[src/pprt_defs.vh]
`ifndef PPRT_DEFS_VH
`define PPRT_DEFS_VH

// Register indices; byte address is four times the index
`define PPRT_IDX_EVENT 4'h0
`define PPRT_IDX_TABLE 4'h1
`define PPRT_IDX_SERIAL_A 4'h2
`define PPRT_IDX_SERIAL_B 4'h3
`define PPRT_IDX_SPI 4'h4
`define PPRT_IDX_TWO_WIRE 4'h5
`define PPRT_IDX_TIMER_A 4'h6
`define PPRT_IDX_TIMER_B 4'h7
`define PPRT_IDX_TIMER_D 4'h8
`define PPRT_IDX_COMPARATOR 4'h9
`define PPRT_IDX_ZERO_CROSS 4'hA
`define PPRT_IDX_LAST 4'hA
`define PPRT_NUM_REGS 11

// Writable bits of each register
`define PPRT_MASK_EVENT 8'h3F
`define PPRT_MASK_TABLE 8'h1F
`define PPRT_MASK_SERIAL_A 8'hFF
`define PPRT_MASK_SERIAL_B 8'h03
`define PPRT_MASK_SPI 8'h0F
`define PPRT_MASK_TWO_WIRE 8'h0F
`define PPRT_MASK_TIMER_A 8'h3F
`define PPRT_MASK_TIMER_B 8'h0F
`define PPRT_MASK_TIMER_D 8'h07
`define PPRT_MASK_COMPARATOR 8'h07
`define PPRT_MASK_ZERO_CROSS 8'h03

`define PPRT_RESET_ROUTE 8'h00

// Field positions in the event route register
`define PPRT_BIT_EV_A 0
`define PPRT_BIT_EV_B 1
`define PPRT_BIT_EV_C 2
`define PPRT_BIT_EV_D 3
`define PPRT_BIT_EV_E 4
`define PPRT_BIT_EV_F 5

// Field positions in the logic table route register
`define PPRT_BIT_TBL2 2
`define PPRT_BIT_TBL3 3
`define PPRT_BIT_TBL4 4

// Serial route field codes
`define PPRT_SER_DEFAULT 2'h0
`define PPRT_SER_ALT 2'h1
`define PPRT_SER_RSVD 2'h2
`define PPRT_SER_NONE 2'h3
`define PPRT_SER_COUNT 5

// Pin numbers inside a port
`define PPRT_PIN_EV 2
`define PPRT_PIN_EV_ALT 7
`define PPRT_PIN_TBL_OUT 3
`define PPRT_PIN_TBL_OUT_ALT 6

`endif

[src/pprt_pin_router.v]
// Function
// - Route registers enable, disable or move signal groups
// - Event A on PA2, or PA7 when set
// - Event B on PB2 only when clear
// - Event C on PC2, or PC7 when set
// - Event D on PD2, or PD7 when set
// - Event E on PE2 only when clear
// - Event F on PF2 only when clear
// - Table 4 out PB3 only when clear, inputs PB0-2
// - Table 3 on PF3/PF0-2 only when clear
// - Table 2 out PD3 or PD6, inputs PD0-2
// - Serial field: default, alternative, reserved, disconnected
//
// Register access over APB was left to the implementer.
`timescale 1ns/1ps
`include "pprt_defs.vh"
module pprt_pin_router #(
    parameter ADDR_W = 12
) (
    input wire REF_CLK,
    input wire RST,
    input wire PSEL,
    input wire PENABLE,
    input wire PWRITE,
    input wire [ADDR_W-1:0] PADDR,
    input wire [31:0] PWDATA,
    input wire [3:0] PSTRB,
    output reg [31:0] PRDATA,
    output reg PREADY,
    output reg PSLVERR,
    input wire [5:0] EVENT_SIG,
    input wire TABLE2_OUT,
    input wire TABLE3_OUT,
    input wire TABLE4_OUT,
    output reg [2:0] TABLE2_IN,
    output reg [2:0] TABLE3_IN,
    output reg [2:0] TABLE4_IN,
    input wire [2:0] PORTB_IN,
    input wire [2:0] PORTD_IN,
    input wire [2:0] PORTF_IN,
    output reg [7:0] PORTA_OUT,
    output reg [7:0] PORTA_OE,
    output reg [7:0] PORTB_OUT,
    output reg [7:0] PORTB_OE,
    output reg [7:0] PORTC_OUT,
    output reg [7:0] PORTC_OE,
    output reg [7:0] PORTD_OUT,
    output reg [7:0] PORTD_OE,
    output reg [7:0] PORTE_OUT,
    output reg [7:0] PORTE_OE,
    output reg [7:0] PORTF_OUT,
    output reg [7:0] PORTF_OE,
    output reg [4:0] SERIAL_DEFAULT_EN,
    output reg [4:0] SERIAL_ALT_EN
);
    reg [7:0] route_r [0:`PPRT_NUM_REGS-1];
    wire [3:0] idx = PADDR[5:2];
    wire mapped = (PADDR[ADDR_W-1:6] == {(ADDR_W-6){1'b0}}) && (idx <= `PPRT_IDX_LAST);
    wire access = PSEL & PENABLE;
    wire [7:0] rd_val = mapped ? route_r[idx] : 8'h00;
    wire [8:0] pins_sync;
    integer i;

    function [7:0] wr_mask;
        input [3:0] n;
        begin
            case (n)
                `PPRT_IDX_EVENT: wr_mask = `PPRT_MASK_EVENT;
                `PPRT_IDX_TABLE: wr_mask = `PPRT_MASK_TABLE;
                `PPRT_IDX_SERIAL_A: wr_mask = `PPRT_MASK_SERIAL_A;
                `PPRT_IDX_SERIAL_B: wr_mask = `PPRT_MASK_SERIAL_B;
                `PPRT_IDX_SPI: wr_mask = `PPRT_MASK_SPI;
                `PPRT_IDX_TWO_WIRE: wr_mask = `PPRT_MASK_TWO_WIRE;
                `PPRT_IDX_TIMER_A: wr_mask = `PPRT_MASK_TIMER_A;
                `PPRT_IDX_TIMER_B: wr_mask = `PPRT_MASK_TIMER_B;
                `PPRT_IDX_TIMER_D: wr_mask = `PPRT_MASK_TIMER_D;
                `PPRT_IDX_COMPARATOR: wr_mask = `PPRT_MASK_COMPARATOR;
                `PPRT_IDX_ZERO_CROSS: wr_mask = `PPRT_MASK_ZERO_CROSS;
                default: wr_mask = 8'h00;
            endcase
        end
    endfunction

    // Pin inputs come from outside the clock domain
    pprt_sync #(
        .W(9)
    ) u_sync (
        .clk(REF_CLK),
        .rst(RST),
        .d({PORTF_IN, PORTD_IN, PORTB_IN}),
        .q(pins_sync)
    );

    // One wait state keeps read data straight from a flop
    always @(posedge REF_CLK or posedge RST) begin
        if (RST) begin
            PREADY <= 1'b0;
            PSLVERR <= 1'b0;
            PRDATA <= 32'h00000000;
        end else if (access && !PREADY) begin
            PREADY <= 1'b1;
            PSLVERR <= ~mapped;
            PRDATA <= PWRITE ? 32'h00000000 : {24'h000000, rd_val};
        end else begin
            PREADY <= 1'b0;
            PSLVERR <= 1'b0;
        end
    end

    always @(posedge REF_CLK or posedge RST) begin
        if (RST) begin
            for (i = 0; i < `PPRT_NUM_REGS; i = i + 1) begin
                route_r[i] <= `PPRT_RESET_ROUTE;
            end
        end else if (access && PREADY && PWRITE && mapped && PSTRB[0]) begin
            route_r[idx] <= PWDATA[7:0] & wr_mask(idx);
        end
    end

    wire [7:0] ev_route = route_r[`PPRT_IDX_EVENT];
    wire [7:0] tbl_route = route_r[`PPRT_IDX_TABLE];
    reg [7:0] pa_out_nxt;
    reg [7:0] pa_oe_nxt;
    reg [7:0] pb_out_nxt;
    reg [7:0] pb_oe_nxt;
    reg [7:0] pc_out_nxt;
    reg [7:0] pc_oe_nxt;
    reg [7:0] pd_out_nxt;
    reg [7:0] pd_oe_nxt;
    reg [7:0] pe_out_nxt;
    reg [7:0] pe_oe_nxt;
    reg [7:0] pf_out_nxt;
    reg [7:0] pf_oe_nxt;
    reg [2:0] t3_in_nxt;
    reg [4:0] ser_def_nxt;
    reg [4:0] ser_alt_nxt;
    reg [1:0] field;
    integer n;

    always @* begin
        pa_out_nxt = 8'h00;
        pa_oe_nxt = 8'h00;
        pb_out_nxt = 8'h00;
        pb_oe_nxt = 8'h00;
        pc_out_nxt = 8'h00;
        pc_oe_nxt = 8'h00;
        pd_out_nxt = 8'h00;
        pd_oe_nxt = 8'h00;
        pe_out_nxt = 8'h00;
        pe_oe_nxt = 8'h00;
        pf_out_nxt = 8'h00;
        pf_oe_nxt = 8'h00;
        t3_in_nxt = 3'h0;
        ser_def_nxt = 5'h00;
        ser_alt_nxt = 5'h00;
        field = 2'h0;
        if (!ev_route[`PPRT_BIT_EV_A]) begin
            pa_out_nxt[`PPRT_PIN_EV] = EVENT_SIG[`PPRT_BIT_EV_A];
            pa_oe_nxt[`PPRT_PIN_EV] = 1'b1;
        end else begin
            pa_out_nxt[`PPRT_PIN_EV_ALT] = EVENT_SIG[`PPRT_BIT_EV_A];
            pa_oe_nxt[`PPRT_PIN_EV_ALT] = 1'b1;
        end
        if (!ev_route[`PPRT_BIT_EV_B]) begin
            pb_out_nxt[`PPRT_PIN_EV] = EVENT_SIG[`PPRT_BIT_EV_B];
            pb_oe_nxt[`PPRT_PIN_EV] = 1'b1;
        end
        if (!ev_route[`PPRT_BIT_EV_C]) begin
            pc_out_nxt[`PPRT_PIN_EV] = EVENT_SIG[`PPRT_BIT_EV_C];
            pc_oe_nxt[`PPRT_PIN_EV] = 1'b1;
        end else begin
            pc_out_nxt[`PPRT_PIN_EV_ALT] = EVENT_SIG[`PPRT_BIT_EV_C];
            pc_oe_nxt[`PPRT_PIN_EV_ALT] = 1'b1;
        end
        if (!ev_route[`PPRT_BIT_EV_D]) begin
            pd_out_nxt[`PPRT_PIN_EV] = EVENT_SIG[`PPRT_BIT_EV_D];
            pd_oe_nxt[`PPRT_PIN_EV] = 1'b1;
        end else begin
            pd_out_nxt[`PPRT_PIN_EV_ALT] = EVENT_SIG[`PPRT_BIT_EV_D];
            pd_oe_nxt[`PPRT_PIN_EV_ALT] = 1'b1;
        end
        if (!ev_route[`PPRT_BIT_EV_E]) begin
            pe_out_nxt[`PPRT_PIN_EV] = EVENT_SIG[`PPRT_BIT_EV_E];
            pe_oe_nxt[`PPRT_PIN_EV] = 1'b1;
        end
        if (!ev_route[`PPRT_BIT_EV_F]) begin
            pf_out_nxt[`PPRT_PIN_EV] = EVENT_SIG[`PPRT_BIT_EV_F];
            pf_oe_nxt[`PPRT_PIN_EV] = 1'b1;
        end
        if (!tbl_route[`PPRT_BIT_TBL4]) begin
            pb_out_nxt[`PPRT_PIN_TBL_OUT] = TABLE4_OUT;
            pb_oe_nxt[`PPRT_PIN_TBL_OUT] = 1'b1;
        end
        if (!tbl_route[`PPRT_BIT_TBL3]) begin
            pf_out_nxt[`PPRT_PIN_TBL_OUT] = TABLE3_OUT;
            pf_oe_nxt[`PPRT_PIN_TBL_OUT] = 1'b1;
            t3_in_nxt = pins_sync[8:6];
        end
        if (!tbl_route[`PPRT_BIT_TBL2]) begin
            pd_out_nxt[`PPRT_PIN_TBL_OUT] = TABLE2_OUT;
            pd_oe_nxt[`PPRT_PIN_TBL_OUT] = 1'b1;
        end else begin
            pd_out_nxt[`PPRT_PIN_TBL_OUT_ALT] = TABLE2_OUT;
            pd_oe_nxt[`PPRT_PIN_TBL_OUT_ALT] = 1'b1;
        end
        // serial field decode, reserved connects nothing
        for (n = 0; n < `PPRT_SER_COUNT; n = n + 1) begin
            if (n < 4) begin
                field = route_r[`PPRT_IDX_SERIAL_A][2*n +: 2];
            end else begin
                field = route_r[`PPRT_IDX_SERIAL_B][1:0];
            end
            ser_def_nxt[n] = (field == `PPRT_SER_DEFAULT);
            ser_alt_nxt[n] = (field == `PPRT_SER_ALT);
        end
    end

    // Registered pins cost one cycle but keep glitches off the pads
    always @(posedge REF_CLK or posedge RST) begin
        if (RST) begin
            PORTA_OUT <= 8'h00;
            PORTA_OE <= 8'h00;
            PORTB_OUT <= 8'h00;
            PORTB_OE <= 8'h00;
            PORTC_OUT <= 8'h00;
            PORTC_OE <= 8'h00;
            PORTD_OUT <= 8'h00;
            PORTD_OE <= 8'h00;
            PORTE_OUT <= 8'h00;
            PORTE_OE <= 8'h00;
            PORTF_OUT <= 8'h00;
            PORTF_OE <= 8'h00;
            TABLE2_IN <= 3'h0;
            TABLE3_IN <= 3'h0;
            TABLE4_IN <= 3'h0;
            SERIAL_DEFAULT_EN <= 5'h00;
            SERIAL_ALT_EN <= 5'h00;
        end else begin
            PORTA_OUT <= pa_out_nxt;
            PORTA_OE <= pa_oe_nxt;
            PORTB_OUT <= pb_out_nxt;
            PORTB_OE <= pb_oe_nxt;
            PORTC_OUT <= pc_out_nxt;
            PORTC_OE <= pc_oe_nxt;
            PORTD_OUT <= pd_out_nxt;
            PORTD_OE <= pd_oe_nxt;
            PORTE_OUT <= pe_out_nxt;
            PORTE_OE <= pe_oe_nxt;
            PORTF_OUT <= pf_out_nxt;
            PORTF_OE <= pf_oe_nxt;
            TABLE2_IN <= pins_sync[5:3];
            TABLE3_IN <= t3_in_nxt;
            TABLE4_IN <= pins_sync[2:0];
            SERIAL_DEFAULT_EN <= ser_def_nxt;
            SERIAL_ALT_EN <= ser_alt_nxt;
        end
    end
endmodule

[src/pprt_sync.v]
`timescale 1ns/1ps
module pprt_sync #(
    parameter W = 1
) (
    input wire clk,
    input wire rst,
    input wire [W-1:0] d,
    output reg [W-1:0] q
);
    reg [W-1:0] s1_r;
    reg [W-1:0] s2_r;
    reg [W-1:0] s3_r;
    wire [W-1:0] agree = ~(s2_r ^ s3_r);

    // Output moves only where the two later stages agree
    always @(posedge clk or posedge rst) begin
        if (rst) begin
            s1_r <= {W{1'b0}};
            s2_r <= {W{1'b0}};
            s3_r <= {W{1'b0}};
            q <= {W{1'b0}};
        end else begin
            s1_r <= d;
            s2_r <= s1_r;
            s3_r <= s2_r;
            q <= (s2_r & agree) | (q & ~agree);
        end
    end
endmodule

[config.mk]
export PLATFORM = sky130hd
export DESIGN_NAME = pprt_pin_router
export DESIGN_NICKNAME = d
export VERILOG_FILES = /design/src/pprt_pin_router.v /design/src/pprt_sync.v
export VERILOG_INCLUDE_DIRS = /design/src
export SDC_FILE = /design/constraint.sdc
export NUM_CORES = 1
export LEC_CHECK = 0
export BUFFER_PORTS_ARGS = -buffer_cell sky130_fd_sc_hd__buf_2
export CORE_MARGIN = 2
export CORE_UTILIZATION = 33
export CTS_CLUSTER_SIZE = 20
export DETAILED_ROUTE_END_ITERATION = 12
export MAX_ROUTING_LAYER = met4
export PLACE_DENSITY = 0.6
export REMOVE_ABC_BUFFERS = 1
export SLEW_MARGIN = 25
export SYNTH_ARGS = -nofsm -noshare
export SYNTH_HDL_FRONTEND = slang
export SYNTH_HIERARCHICAL = 1
export SYNTH_SLANG_ARGS = --single-unit
[constraint.sdc]
create_clock -name REF_CLK -period 4.7 [get_ports REF_CLK]
set_clock_uncertainty 0.2 [all_clocks]
set_input_delay 0.235 -clock REF_CLK [delete_from_list [all_inputs] [get_ports REF_CLK]]
set_output_delay 0.235 -clock REF_CLK [all_outputs]
set_load 0.02 [all_outputs]
== After elaboration in Yosys (flattened, before gate mapping) ==
Memory sizes are Yosys's and may differ from the RTL's.
Cells that the tools add are included.

* $lt $le $gt $ge: 3
* Eq/ne operators: 5
* Muxes and demuxes: 38
* Bitwise logic cells: 10
* Reduce and logical (&&, ||, !) cells: 14

{| class="wikitable"
|+ Operator list
! operator !! count
|-
| $bwmux W88 || 1
|-
| $mux W8 || 6
|-
| $bmux W8 S4 || 1
|-
| $demux W8 S4 || 1
|-
| $mux W1 || 28
|-
| $and A9 B9 Y9 || 2
|-
| $not A9 Y9 || 2
|-
| $eq A2 B1 Y1 const B || 5
|-
| $logic_not A2 Y1 || 5
|-
| $or A9 B9 Y9 || 1
|-
| $xor A9 B9 Y9 || 1
|-
| $and A8 B8 Y8 || 1
|-
| $logic_and A1 B1 Y1 || 7
|-
| $logic_not A6 Y1 || 1
|-
| $ge A5 B5 Y1 const B || 1
|-
| $lt A5 B1 Y1 const B || 1
|-
| $not A4 Y5 || 1
|-
| $le A4 B4 Y1 const B || 1
|-
| $mux W3 || 1
|-
| $and A1 B1 Y1 || 1
|-
| $logic_not A1 Y1 || 1
|-
| $not A1 Y1 || 1
|}

* Register bits after elaboration: 203
* Memory bits (read-only): 128
* Bits of input ports: 71
* Output and inout bits: 149
* Word-level logic and storage cells: 106
* Memories: 1

{| class="wikitable"
|+ Memories
! name !! depth !! bits a word !! rd ports !! clocked after Yosys merged registers in !! write ports !! RTL line !! text
|-
| (name not given) || 16 || 8 || 1 || 0 || 0 || pprt_pin_router.v:67 || <nowiki>case (n)</nowiki>
|}

== Longest topological paths before layout ==
Gate-level depths: netlist of run 1.

* Word-level depth: 8
* Mapped depth: 6
* Depth with buffers taken out: 4

== By module ==
The synthesis of run 1 kept the hierarchy.

{| class="wikitable"
|+ By module, submodules not included
! module !! instances !! cells an instance !! area each (µm²) !! seq. area each (µm²)
|-
| pprt_pin_router || 1 || 509 || 6500.0 || 3578.4
|-
| pprt_sync || 1 || 46 || 1006.0 || 900.9
|}

== Worst setup path after synthesis of run 1 ==
No wires, ideal clock.

* Path kind: input-to-reg
* Start point: input PADDR[4]
* End point: register route_r, in the netlist ev_route[0]
* Library setup time: 0.125 ns
* Arrival time: 1.593 ns
* Required time: 4.375 ns
* Setup slack: 2.782 ns
* Stages on the path: 5
* Buffers on the path: 2
* Cell sequence: buf_4 or2_2 buf_4 nor4_4 mux2_2

* Word-level cells in the longest chain between the ends: 6

{| class="wikitable"
|+ Ends and longest elaborated chain
! what !! RTL line !! text
|-
| start: declaration || pprt_pin_router.v:25 || <nowiki>input wire [ADDR_W-1:0] PADDR,</nowiki>
|-
| $not A4 Y5 (implied by the code) || pprt_pin_router.v:116 || <nowiki>route_r[idx] <= PWDATA[7:0] & wr_mask(idx);</nowiki>
|-
| $ge A5 B5 Y1 (implied by the code) / $lt A5 B1 Y1 (equally long branches) || pprt_pin_router.v:116 ||
|-
| $logic_and A1 B1 Y1 (implied by the code) || pprt_pin_router.v:116 ||
|-
| $mux W8 (implied by the code) || pprt_pin_router.v:116 ||
|-
| $demux W8 S4 || pprt_pin_router.v:116 ||
|-
| $bwmux W88 || pprt_pin_router.v:116 ||
|-
| end signal: indexed assignment || pprt_pin_router.v:113 || <nowiki>route_r[i] <= `PPRT_RESET_ROUTE;</nowiki>
|-
| end signal: indexed assignment || pprt_pin_router.v:116 ||
|-
| end: declaration || pprt_pin_router.v:56 || <nowiki>reg [7:0] route_r [0:`PPRT_NUM_REGS-1];</nowiki>
|}

Parallel ways exist; a longest one is shown, timed or not. The select of a mux whose other input is x is not followed.
A chain may end at the register's enable or synchronous reset.

== Worst setup path in the final report of run 1 ==
* Start point: input PADDR[10]
* End point: register route_r, in the netlist ev_route[1]

* Word-level cells in the longest chain between the ends: 4

{| class="wikitable"
|+ Ends and longest elaborated chain
! what !! RTL line !! text
|-
| $logic_not A6 Y1 || pprt_pin_router.v:58 || <nowiki>wire mapped = (PADDR[ADDR_W-1:6] == {(ADDR_W-6){1'b0}}) && (idx <= `PPRT_IDX_LAST);</nowiki>
|-
| $logic_and A1 B1 Y1 || pprt_pin_router.v:58 ||
|-
| $logic_and A1 B1 Y1 (2 in series) || pprt_pin_router.v:115 || <nowiki>end else if (access && PREADY && PWRITE && mapped && PSTRB[0]) begin</nowiki>
|}

No other way between the ends.

==> results of run 1 <==
-- path summary, 6_finish.rpt --
kind / start / endpoint / slack (ns) / depth (start not counted)
worst max register to register: PREADY / ev_route[1] / 2.27 / 3
max in group asynchronous: RST / PORTD_OUT[3] / 3.02 / 4
worst min-delay path: PWDATA[5] / ev_route[5] / 0.15 / 3
min in group asynchronous: RST / route_r[69] / 0.24 / 3
worst min register to register: u_sync/s1_r[1] / u_sync/s2_r[1] / 0.15 / 0
worst max-delay path: PADDR[10] / ev_route[1] / 2.01 / 6
-- cell families (layout without fill, tap and decap cells) --
logic type,after synthesis,in the layout
muxes,78,78
buffers and inverters,131,177
adders and majority gates,9,9
AOI/OAI and AO/OA,38,38
other,1,94
and+or+nand+nor,119,119
DFF,179,179
-- registers in the layout (all words and copies together) (netlist names), 3 cells and up, named ones only --
name and flops:
ev_route 8, u_sync/s2_r 9, u_sync/s1_r 9, PRDATA 8
TABLE3_IN 3, TABLE4_IN 3, tbl_route 8, SERIAL_DEFAULT_EN 5
PORTD_OUT 4, SERIAL_ALT_EN 5, route_r 70, PORTD_OE 4
TABLE2_IN 3, u_sync/s3_r 9
-- critical path: stages --
cell and delay [ns]:
dlygate4sd3_1 0.54, buf_2 0.12, nor2_1 0.13, nand4_2 0.61, nor4_4 0.74, mux2_2 0.41
-- Yosys cell counts --
cell type,instances,area share [%]
mux2_2,51,7.7
o21ai_0,4,0.27
o21a_1,1,0.10
a21boi_0,3,0.30
nor3_4,8,1.7
nor2_1,17,0.85
nand2_1,14,0.70
conb_1,1,0.050
buf_6,1,0.15
and2b_1,2,0.20
mux4_2,9,2.7
o22ai_1,3,0.25
and2_1,5,0.42
a32oi_1,3,0.35
or2_2,2,0.17
buf_4,98,9.8
clkbuf_1,8,0.40
nor2b_1,55,4.6
and4_1,1,0.12
nor4_4,4,1.1
nand2b_1,4,0.33
or4_1,1,0.10
maj3_2,9,1.4
nand4_2,1,0.17
nand3b_1,2,0.20
nor3b_1,1,0.10
o221ai_1,6,0.70
inv_1,20,1.0
buf_2,4,0.27
mux2i_1,18,2.4
nor3_1,1,0.067
o31ai_1,12,1.2
a21oi_1,6,0.40
nor4b_1,1,0.12
dfrtp_1,179,60
-- layer usage --
metal / vias to the layer above / share of wire (%) / routed length (um)
met4: 0 / 0.90 / 132
met1: 2141 / 45 / 6580
li1: 1939 / - / -
met5: - / 0 / 0
met3: 11 / 4.9 / 720
met2: 122 / 49 / 7160
-- area by class of cell --
| cell class | instances | share of cell area, % |
|---|---|---|
| timing repair buffer | 125 | 8.62 |
| clock buffer | 17 | 4.82 |
| tap | 285 | 4.04 |
| inverter | 20 | 0.936 |
| clock inverter | 15 | 2.43 |
| multi-input combinational | 338 | 28.4 |
| sequential | 179 | 50.8 |
-- power breakdown --
| part | switching (mW) | leakage, nW | internal (mW) |
|---|---|---|---|
| registers | 0.0131 | 2.28 | 1.57 |
| clock network | 0.738 | 0.306 | 0.744 |
| logic | 0.181 | 1.79 | 0.0643 |
| total | 0.932 | 4.38 | 2.38 |
==> impl_metrics.tcl, run 1 <==
set metrics [dict create \
    dieArea_um2 24000 \
    grt_pass1_vias 4103 \
    dpl.hpwl_um 9720 \
    avgSynthCellArea_um2 13.5 \
    cts-root-buf "clkbuf_16" \
    outcome "finished clean" \
    final_hold_viol_count 0 \
    use_met3_pct 3.11 \
    worstMarginPinSlew_ns 0.916 \
    clockBufferDepth 2 \
    grt_pass1_wl_um 23300 \
    peakVddDrop_mv 0.233 \
    synthMuxAreaShare_pct 12.8 \
    ant_nets 0 \
    final_area_um2 8820 \
    fp.dieH_um 155 \
    avgRoutedWirePerCell_um 14.9 \
    cts_buffers 17 \
    avgViaCountPerCell 4.30 \
    finalSetupTns_ns 0 \
    initialDrtViolationCount 183 \
    synth_compound_area_share_pct 3.57 \
    dp_slack_ns 1.87 \
    antenna_found_initial 0 \
    synth_fa_ha_area_share_pct 1.35 \
    wirelength_um 14600 \
    cap_violations 0 \
    hold_buffers 25 \
    cts_sinks 179 \
    crit_fanout 11 \
    syn2layout_area_growth_pct 17.5 \
    hold_ws_ns 0.149 \
    clock_latency_ns 0.43 \
    grt-busiest-layer "met2" \
    start_kind "input port" \
    synth_xor_area_share_pct 0 \
    yosys.area_share.simple_pct 11.0 \
    grt_overflow 0 \
    fin_util_pct 39.2 \
    clk_pin_slew_ns 0.08 \
    fin_crit_sh_pct 57.2 \
    synth_cell_types 35 \
    n_fill_cell 2110 \
    rows 55 \
    fin_nets 752 \
    initial_core_util_pct 33.4 \
    drt-pass1-iter-count 4 \
    yosysWarnings 6 \
    cellPowerDensity_nw_per_um2 375 \
    crit_required_ns 4.81 \
    power_mw 3.31 \
    groute.usage.overall_pct 13.1 \
    max_slew_margin_pct 38.8 \
    io_buffers 96 \
    leakagePower_nw 4.38 \
    vias 4213 \
    period_needed_ns 2.69 \
    final_common_cell "dfrtp_1" \
    regArea_um2 4480 \
    ys_ff_latch 179 \
    design.core.area_um2 22500 \
    grt_start_max_net_pins 115 \
    fin_cells 979 \
    ios 220 \
    max_freq_mhz 372 \
    grt_use_met1_pct 17.2 \
    final_cell_mix "179 x dfrtp_1, 96 x buf_2, 94 x conb_1, 55 x nor2b_1, 51 x mux2_2" \
    cts_setup_buffers 0 \
    layout-drive-gt1-share_pct 31.3 \
    endpoint_kind "flop" \
    multi_input_area_um2 2500 \
    drc 0 \
    antennaDiodeCount 0 \
    dpl.cell_count 922 \
    crit_arrival_ns 2.80 \
    place_congestion 0.739 \
    crit_type "in -> reg" \
    use_met2_pct 20.4 \
    htreeDepth 4 \
    finalSetupViolCount 0 \
    die_w_um 155 \
    placed_area_um2 7930 \
    syn_inst 555 \
    tritoncts "built" \
    post_cts_resized 0 \
    ys_seq_area_share_pct 59.7 \
    synth_area_um2 7510 \
    hold_class "in -> reg" \
    synth_top_family_by_area "multiplexers" \
    slew_violations 0 \
    rsz0062_at_grt "no" \
    finalWorstSetupSlack_ns 2.01 \
]
No activity file was read; power rests on OpenSTA's default activity.
==> run 2: changes to the inputs <==
--- a/config.mk
+++ b/config.mk
@@ -6,13 +6,14 @@
 export SDC_FILE = /design/constraint.sdc
 export NUM_CORES = 1
 export LEC_CHECK = 0
+export ABC_AREA = 1
 export BUFFER_PORTS_ARGS = -buffer_cell sky130_fd_sc_hd__buf_2
 export CORE_MARGIN = 2
 export CORE_UTILIZATION = 33
 export CTS_CLUSTER_SIZE = 20
 export DETAILED_ROUTE_END_ITERATION = 12
 export MAX_ROUTING_LAYER = met4
-export PLACE_DENSITY = 0.6
+export PLACE_DENSITY = 0.62
 export REMOVE_ABC_BUFFERS = 1
 export SLEW_MARGIN = 25
 export SYNTH_ARGS = -nofsm -noshare
==> constraint.sdc (replaced) <==
create_clock -name REF_CLK -period 2.4 [get_ports REF_CLK]
set_clock_uncertainty 0.2 [all_clocks]
set_input_delay 0.12 -clock REF_CLK [delete_from_list [all_inputs] [get_ports REF_CLK]]
set_output_delay 0.12 -clock REF_CLK [all_outputs]
set_load 0.02 [all_outputs]
==> run 2 against run 1 <==
Compared with the run above: routed wire length up 11%; register-to-register slack worse by 1.7 ns; via count up 34%; combinational power up 130%; cell area up 7.1%; first-iteration DRC count up 84%; cell count up 42%; critical path type unchanged; non-clock buffer count up 22; sequential power up 97%; worst setup slack worse by 1.7 ns; critical path depth up 4; sequential share of layout area down 3.3 points.
==> impl_metrics.tcl, run 2 <==
set metrics [dict create \
    outcome "finished clean" \
    drc 0 \
    cellPowerDensity_nw_per_um2 688 \
    synth.most_common_cell "nand2_1" \
    crit_buf_inv 5 \
    finalSetupViolCount 0 \
    fp.dieH_um 160 \
    fin_cells 1389 \
    dp_slack_ns 0.396 \
    syn_inst 914 \
    ys.flop_type "dfrtp_1" \
    avgViaCountPerCell 4.06 \
    die_w_um 160 \
    clk_pin_slew_ns 0.07 \
    htreeDepth 4 \
    rsz0062_at_grt "no" \
    io_buffers 96 \
    yosysTopAreaCell "dfrtp_1" \
    rr_worst_depth 6 \
    crit_arrival_ns 2.23 \
    clockBufferDepth 2 \
    dpl.hpwl_um 11300 \
    hold_class "in -> reg" \
    vias 5637 \
    cts_buffers 17 \
    layout-drive-gt1-share_pct 16.7 \
    worstMarginPinSlew_ns 0.534 \
    path_cells "dlygate4sd3_1 -> buf_2 -> inv_2 -> nand2_2 -> nand2_4 -> inv_2 -> nor2_8 -> nand4_2 -> inv_1 -> nor2_1" \
    crit_type "in -> reg" \
    holdPathStages 5 \
    syn2layout_area_growth_pct 18.0 \
    crit_required_ns 2.53 \
    cp_common_cell "inv_2" \
    dieArea_um2 25500 \
    synth_area_um2 8010 \
    n_fill_cell 2442 \
    crit_slowest_cell "dlygate4sd3_1" \
    leakagePower_nw 5.20 \
    post_cts_resized 0 \
    grt_pass1_vias 5416 \
    cp_top_family "buffers and inverters" \
    antennaDiodeCount 0 \
    ys_seq_area_share_pct 55.9 \
    cp.depth 10 \
    rows 57 \
    slew_violations 0 \
    finalWorstSetupSlack_ns 0.296 \
    dpl.cell_count 1325 \
    place_congestion 0.811 \
    grt_overflow 0 \
    synthTopCellsByArea "dfrtp_1 56%, nand2_1 13%, buf_4 8.9%" \
    async_flop_share_pct 100 \
    cts_sinks 179 \
    fin_util_pct 39.3 \
    cap_violations 0 \
    wirelength_um 16200 \
    fin_crit_sh_pct 87.7 \
    period_needed_ns 2.10 \
    cts_setup_buffers 0 \
    design.core.area_um2 24000 \
    groute.usage.overall_pct 13.6 \
    initial_core_util_pct 33.3 \
    hold_buffers 32 \
    ys_ff_latch 179 \
    ios 220 \
    antenna_found_initial 0 \
    grt_start_max_net_pins 54 \
    synth_cell_types 27 \
    peakVddDrop_mv 0.476 \
    synth.top_cell.area_share_pct 55.9 \
    max_slew_margin_pct 64.4 \
    fin_nets 1123 \
    initialDrtViolationCount 336 \
    synth_edf_count 0 \
    regMostFlops "route_r" \
    final_cell_mix "281 x nand2_1, 179 x dfrtp_1, 140 x inv_1, 96 x buf_2, 94 x conb_1" \
    final_common_cell "nand2_1" \
    placed_area_um2 8520 \
    slowest_delay_ns 0.53 \
    avgSynthCellArea_um2 8.76 \
    largest_reg_flops 70 \
    final_hold_viol_count 0 \
    yosysWarnings 6 \
    power_mw 6.50 \
    cts-root-buf "clkbuf_16" \
    max_freq_mhz 475 \
    start_kind "input port" \
    crit_fanout 13 \
    finalSetupTns_ns 0 \
    drt-pass1-iter-count 5 \
    synth_common_cells "281 x nand2_1, 179 x dfrtp_1, 141 x inv_1" \
    avgRoutedWirePerCell_um 11.7 \
    clock_latency_ns 0.44 \
    hold_ws_ns 0.0141 \
    final_area_um2 9450 \
    grt_pass1_wl_um 26800 \
    ant_nets 0 \
    tritoncts "built" \
    endpoint_kind "flop" \
]
==> run 2: cell types whose count changed after synthesis, moves of 10 or more <==
cell	change
inv_1	+121
nand3_1	+27
mux2i_1	-18
nand4_1	+10
nor2_1	+58
o31ai_1	-12
mux2_2	-51
o21ai_2	+10
nor2b_1	-55
nand2_1	+267
o21ai_1	+29
==> run 2: per-layer routing <==
layer	share of wire [%]	vias up	wire length (um)	GRT usage [%]
met5	0	-	0	-
met4	1.7	0	276	4.79
met3	5.0	19	806	3.09
met2	50	146	8110	22.9
met1	43	2654	7030	15.9
li1	-	2818	-	-
==> run 2: final timing paths <==
check,slack (ns),from,end
setup / recovery,0.30,PADDR[4],tbl_route[7]
hold / removal,0.01,PADDR[6],PSLVERR
setup reg to reg,0.61,PREADY,tbl_route[7]
hold reg to reg,0.15,u_sync/s1_r[0],u_sync/s2_r[0]
max in group asynchronous,1.25,RST,PORTD_OE[6]
min in group asynchronous,0.08,RST,TABLE4_IN[1]
==> run 2: cell families (layout without fill, tap and decap cells) <==
| family | after synthesis | in the layout | synth area share (%) |
|---|---|---|---|
| compound gates | 58 | 58 | 4.13 |
| buf+inv | 267 | 325 | 18.0 |
| flops | 179 | 179 | 55.9 |
| other cells | 1 | 94 | 0.0468 |
| simple gates | 409 | 409 | 21.9 |
==> run 2: worst register-to-register path: stages (launching register included) <==
cell and delay (ns):
dfrtp_1 0.36, nand3_1 0.08, nor2_1 0.09, buf_4 0.26, nand4_2 0.39, inv_1 0.24, nor2_1 0.06
==> run 2: cell type report <==
cell class              count  area [um^2]  share of cell area (%)
repair buffers            147          968                    10.3
flip-flops and latches    179         4480                    47.4
clock inverters            15          180                    1.91
clock buffers              17          425                    4.50
inverters                 146          553                    5.86
well taps                 324          405                    4.29
multi-input cells         561         2430                    25.8
==> run 2: report_power, final <==
part / internal [mW] / total (mW) / switching, mW
combinational: 0.153 / 0.571 / 0.418
sequential: 3.08 / 3.11 / 0.0286
clock: 1.50 / 2.82 / 1.31
==> run 3: changes to the inputs <==
--- a/config.mk
+++ b/config.mk
@@ -12,6 +12,7 @@
 export CORE_UTILIZATION = 33
 export CTS_CLUSTER_SIZE = 20
 export DETAILED_ROUTE_END_ITERATION = 12
+export GPL_TIMING_DRIVEN = 0
 export MAX_ROUTING_LAYER = met4
 export PLACE_DENSITY = 0.62
 export REMOVE_ABC_BUFFERS = 1
==> constraint.sdc (replaced) <==
create_clock -name REF_CLK -period 2.4 [get_ports REF_CLK]
set_clock_uncertainty 0.2 [all_clocks]
set_input_delay 0.24 -clock REF_CLK [delete_from_list [all_inputs] [get_ports REF_CLK]]
set_output_delay 0.24 -clock REF_CLK [all_outputs]
set_load 0.02 [all_outputs]
==> run 3 against run 2 <==
Compared with the run above: worst setup slack improved by 0.022 ns; critical path depth fell by 4; hold slack better by 0.021 ns; core utilization shrank 0.82 points; sequential cell count did not move; routed wire length is 1.9% lower; combinational power shrank 4.9%; via count is 2.4% lower; power shrank 1.1%; global-route usage fell by 0.18 points; clock-buffer cell count unchanged.
==> impl_metrics.tcl, run 3 (synthesis gave the netlist of run 2 again) <==
set metrics [dict create \
    avgRoutedWirePerCell_um 11.6 \
    wirelength_um 15900 \
    final_hold_viol_count 0 \
    rsz0062_at_grt "no" \
    grt_overflow 0 \
    cts-root-buf "clkbuf_16" \
    grt_pass1_vias 5182 \
    layout-drive-gt1-share_pct 15.8 \
    vias 5504 \
    regMostFlops "route_r" \
    clk_pin_slew_ns 0.07 \
    fin_nets 1099 \
    peakVddDrop_mv 0.487 \
    tritoncts "built" \
    pwr-share-clk_pct 43.2 \
    ios 220 \
    rows 57 \
    place_congestion 0.811 \
    die_w_um 160 \
    finalWorstSetupSlack_ns 0.318 \
    final_cell_mix "281 x nand2_1, 179 x dfrtp_1, 138 x inv_1, 95 x buf_2, 94 x conb_1" \
    design.core.area_um2 24000 \
    dpl.hpwl_um 10400 \
    n_fill_cell 2449 \
    clock_latency_ns 0.44 \
    regArea_um2 4480 \
    syn2layout_area_growth_pct 15.5 \
    cts_buffers 17 \
    max_slew_margin_pct 41.4 \
    outcome "finished clean" \
    dp_slack_ns -0.553 \
    p_sw_share_pct 28.0 \
    grt_pass1_wl_um 26400 \
    largest_reg_flops 70 \
    fp.dieH_um 160 \
    initial_core_util_pct 33.3 \
    cap_violations 0 \
    grt_start_max_net_pins 99 \
    crit_fanout 28 \
    endpoint_kind "flop" \
    cts_sinks 179 \
    leakagePower_nw 5.08 \
    crit_arrival_ns 2.19 \
    hold_class "in -> reg" \
    power_mw 6.42 \
    htreeDepth 4 \
    fin_crit_sh_pct 86.7 \
    period_needed_ns 2.08 \
    start_kind "input port" \
    slew_violations 0 \
    drc 0 \
    avgViaCountPerCell 4.03 \
    power.switching_mw 1.80 \
    io_buffers 96 \
    crit_required_ns 2.51 \
    finalSetupViolCount 0 \
    fin_util_pct 38.5 \
    seq_power_share_pct 48.4 \
    hold_ws_ns 0.0353 \
    final_common_cell "nand2_1" \
    dieArea_um2 25500 \
    p_comb_share_pct 8.4 \
    clockBufferDepth 2 \
    drt-pass1-iter-count 5 \
    initialDrtViolationCount 349 \
    multi_input_area_um2 2440 \
    antennaDiodeCount 0 \
    max_freq_mhz 480 \
    antenna_found_initial 0 \
    regToRegSetupSlack_ns 0.41 \
    groute.usage.overall_pct 13.4 \
    ant_nets 0 \
    crit_type "in -> reg" \
    worstMarginPinSlew_ns 0.875 \
    cellPowerDensity_nw_per_um2 695 \
    intPower_mw 4.63 \
]
run 3: path summary, 6_finish.rpt:
kind / to / cells past startpoint / startpoint
setup / recovery: route_r[70] / 6 / PADDR[3]
hold / removal: route_r[36] / 3 / PWDATA[4]
setup reg to reg: route_r[70] / 5 / PREADY
hold reg to reg: u_sync/s2_r[8] / 0 / u_sync/s1_r[8]
max in group asynchronous: ev_route[6] / 4 / RST
min in group asynchronous: TABLE4_IN[2] / 3 / RST
run 3: per-stage QoR:
stage | area, um^2 | std cells | TNS (ns)
detailed placement | 8380 | 1307 | -8.93
finish | 9250 | 1365 | 0
global route | 9250 | 1365 | 0
global placement | 8350 | 1306 | -542.55
floorplan | 7460 | 886 | -269.04
CTS | 9240 | 1365 | 0
run 3: cell type report:
type | instances | area share [%]
flip-flops and latches | 179 | 48.4
inverters | 146 | 6.01
repair buffers | 123 | 8.31
clock buffers | 17 | 4.60
multi-input cells | 561 | 26.4
clock inverters | 15 | 1.88
well taps | 324 | 4.38
run 3: critical path, stage by stage:
cell     delay (ns)
buf_2          0.52
inv_2          0.43
nor2_2         0.31
nand4_2        0.43
nand2_1        0.18
o21ai_1        0.08
run 3: routing by layer:
metal  wire (um)  GRT usage, %
met2        7740          21.6
met5           0             -
met4         284          4.75
met1        7030          16.2
met3         846          3.58
run 3: what timing repair did:
action	CTS	global route
hold buffers	25	0
resized for setup	0	2
cloned	0	0
buffers inserted	1	0
endpoints found under the setup margin	8	15
hold endpoints to repair	112	0
pin swaps	1	0
run 3: power groups by stage:
stage | clock, mW | combinational, mW | sequential, mW
after floorplan | 0 | 0.318 | 3.20
after global placement | 0 | 0.504 | 3.17
after detailed placement | 0 | 0.516 | 3.17
after CTS | 2.84 | 0.548 | 3.11
after global routing | 2.97 | 0.606 | 3.11
final | 2.77 | 0.543 | 3.11
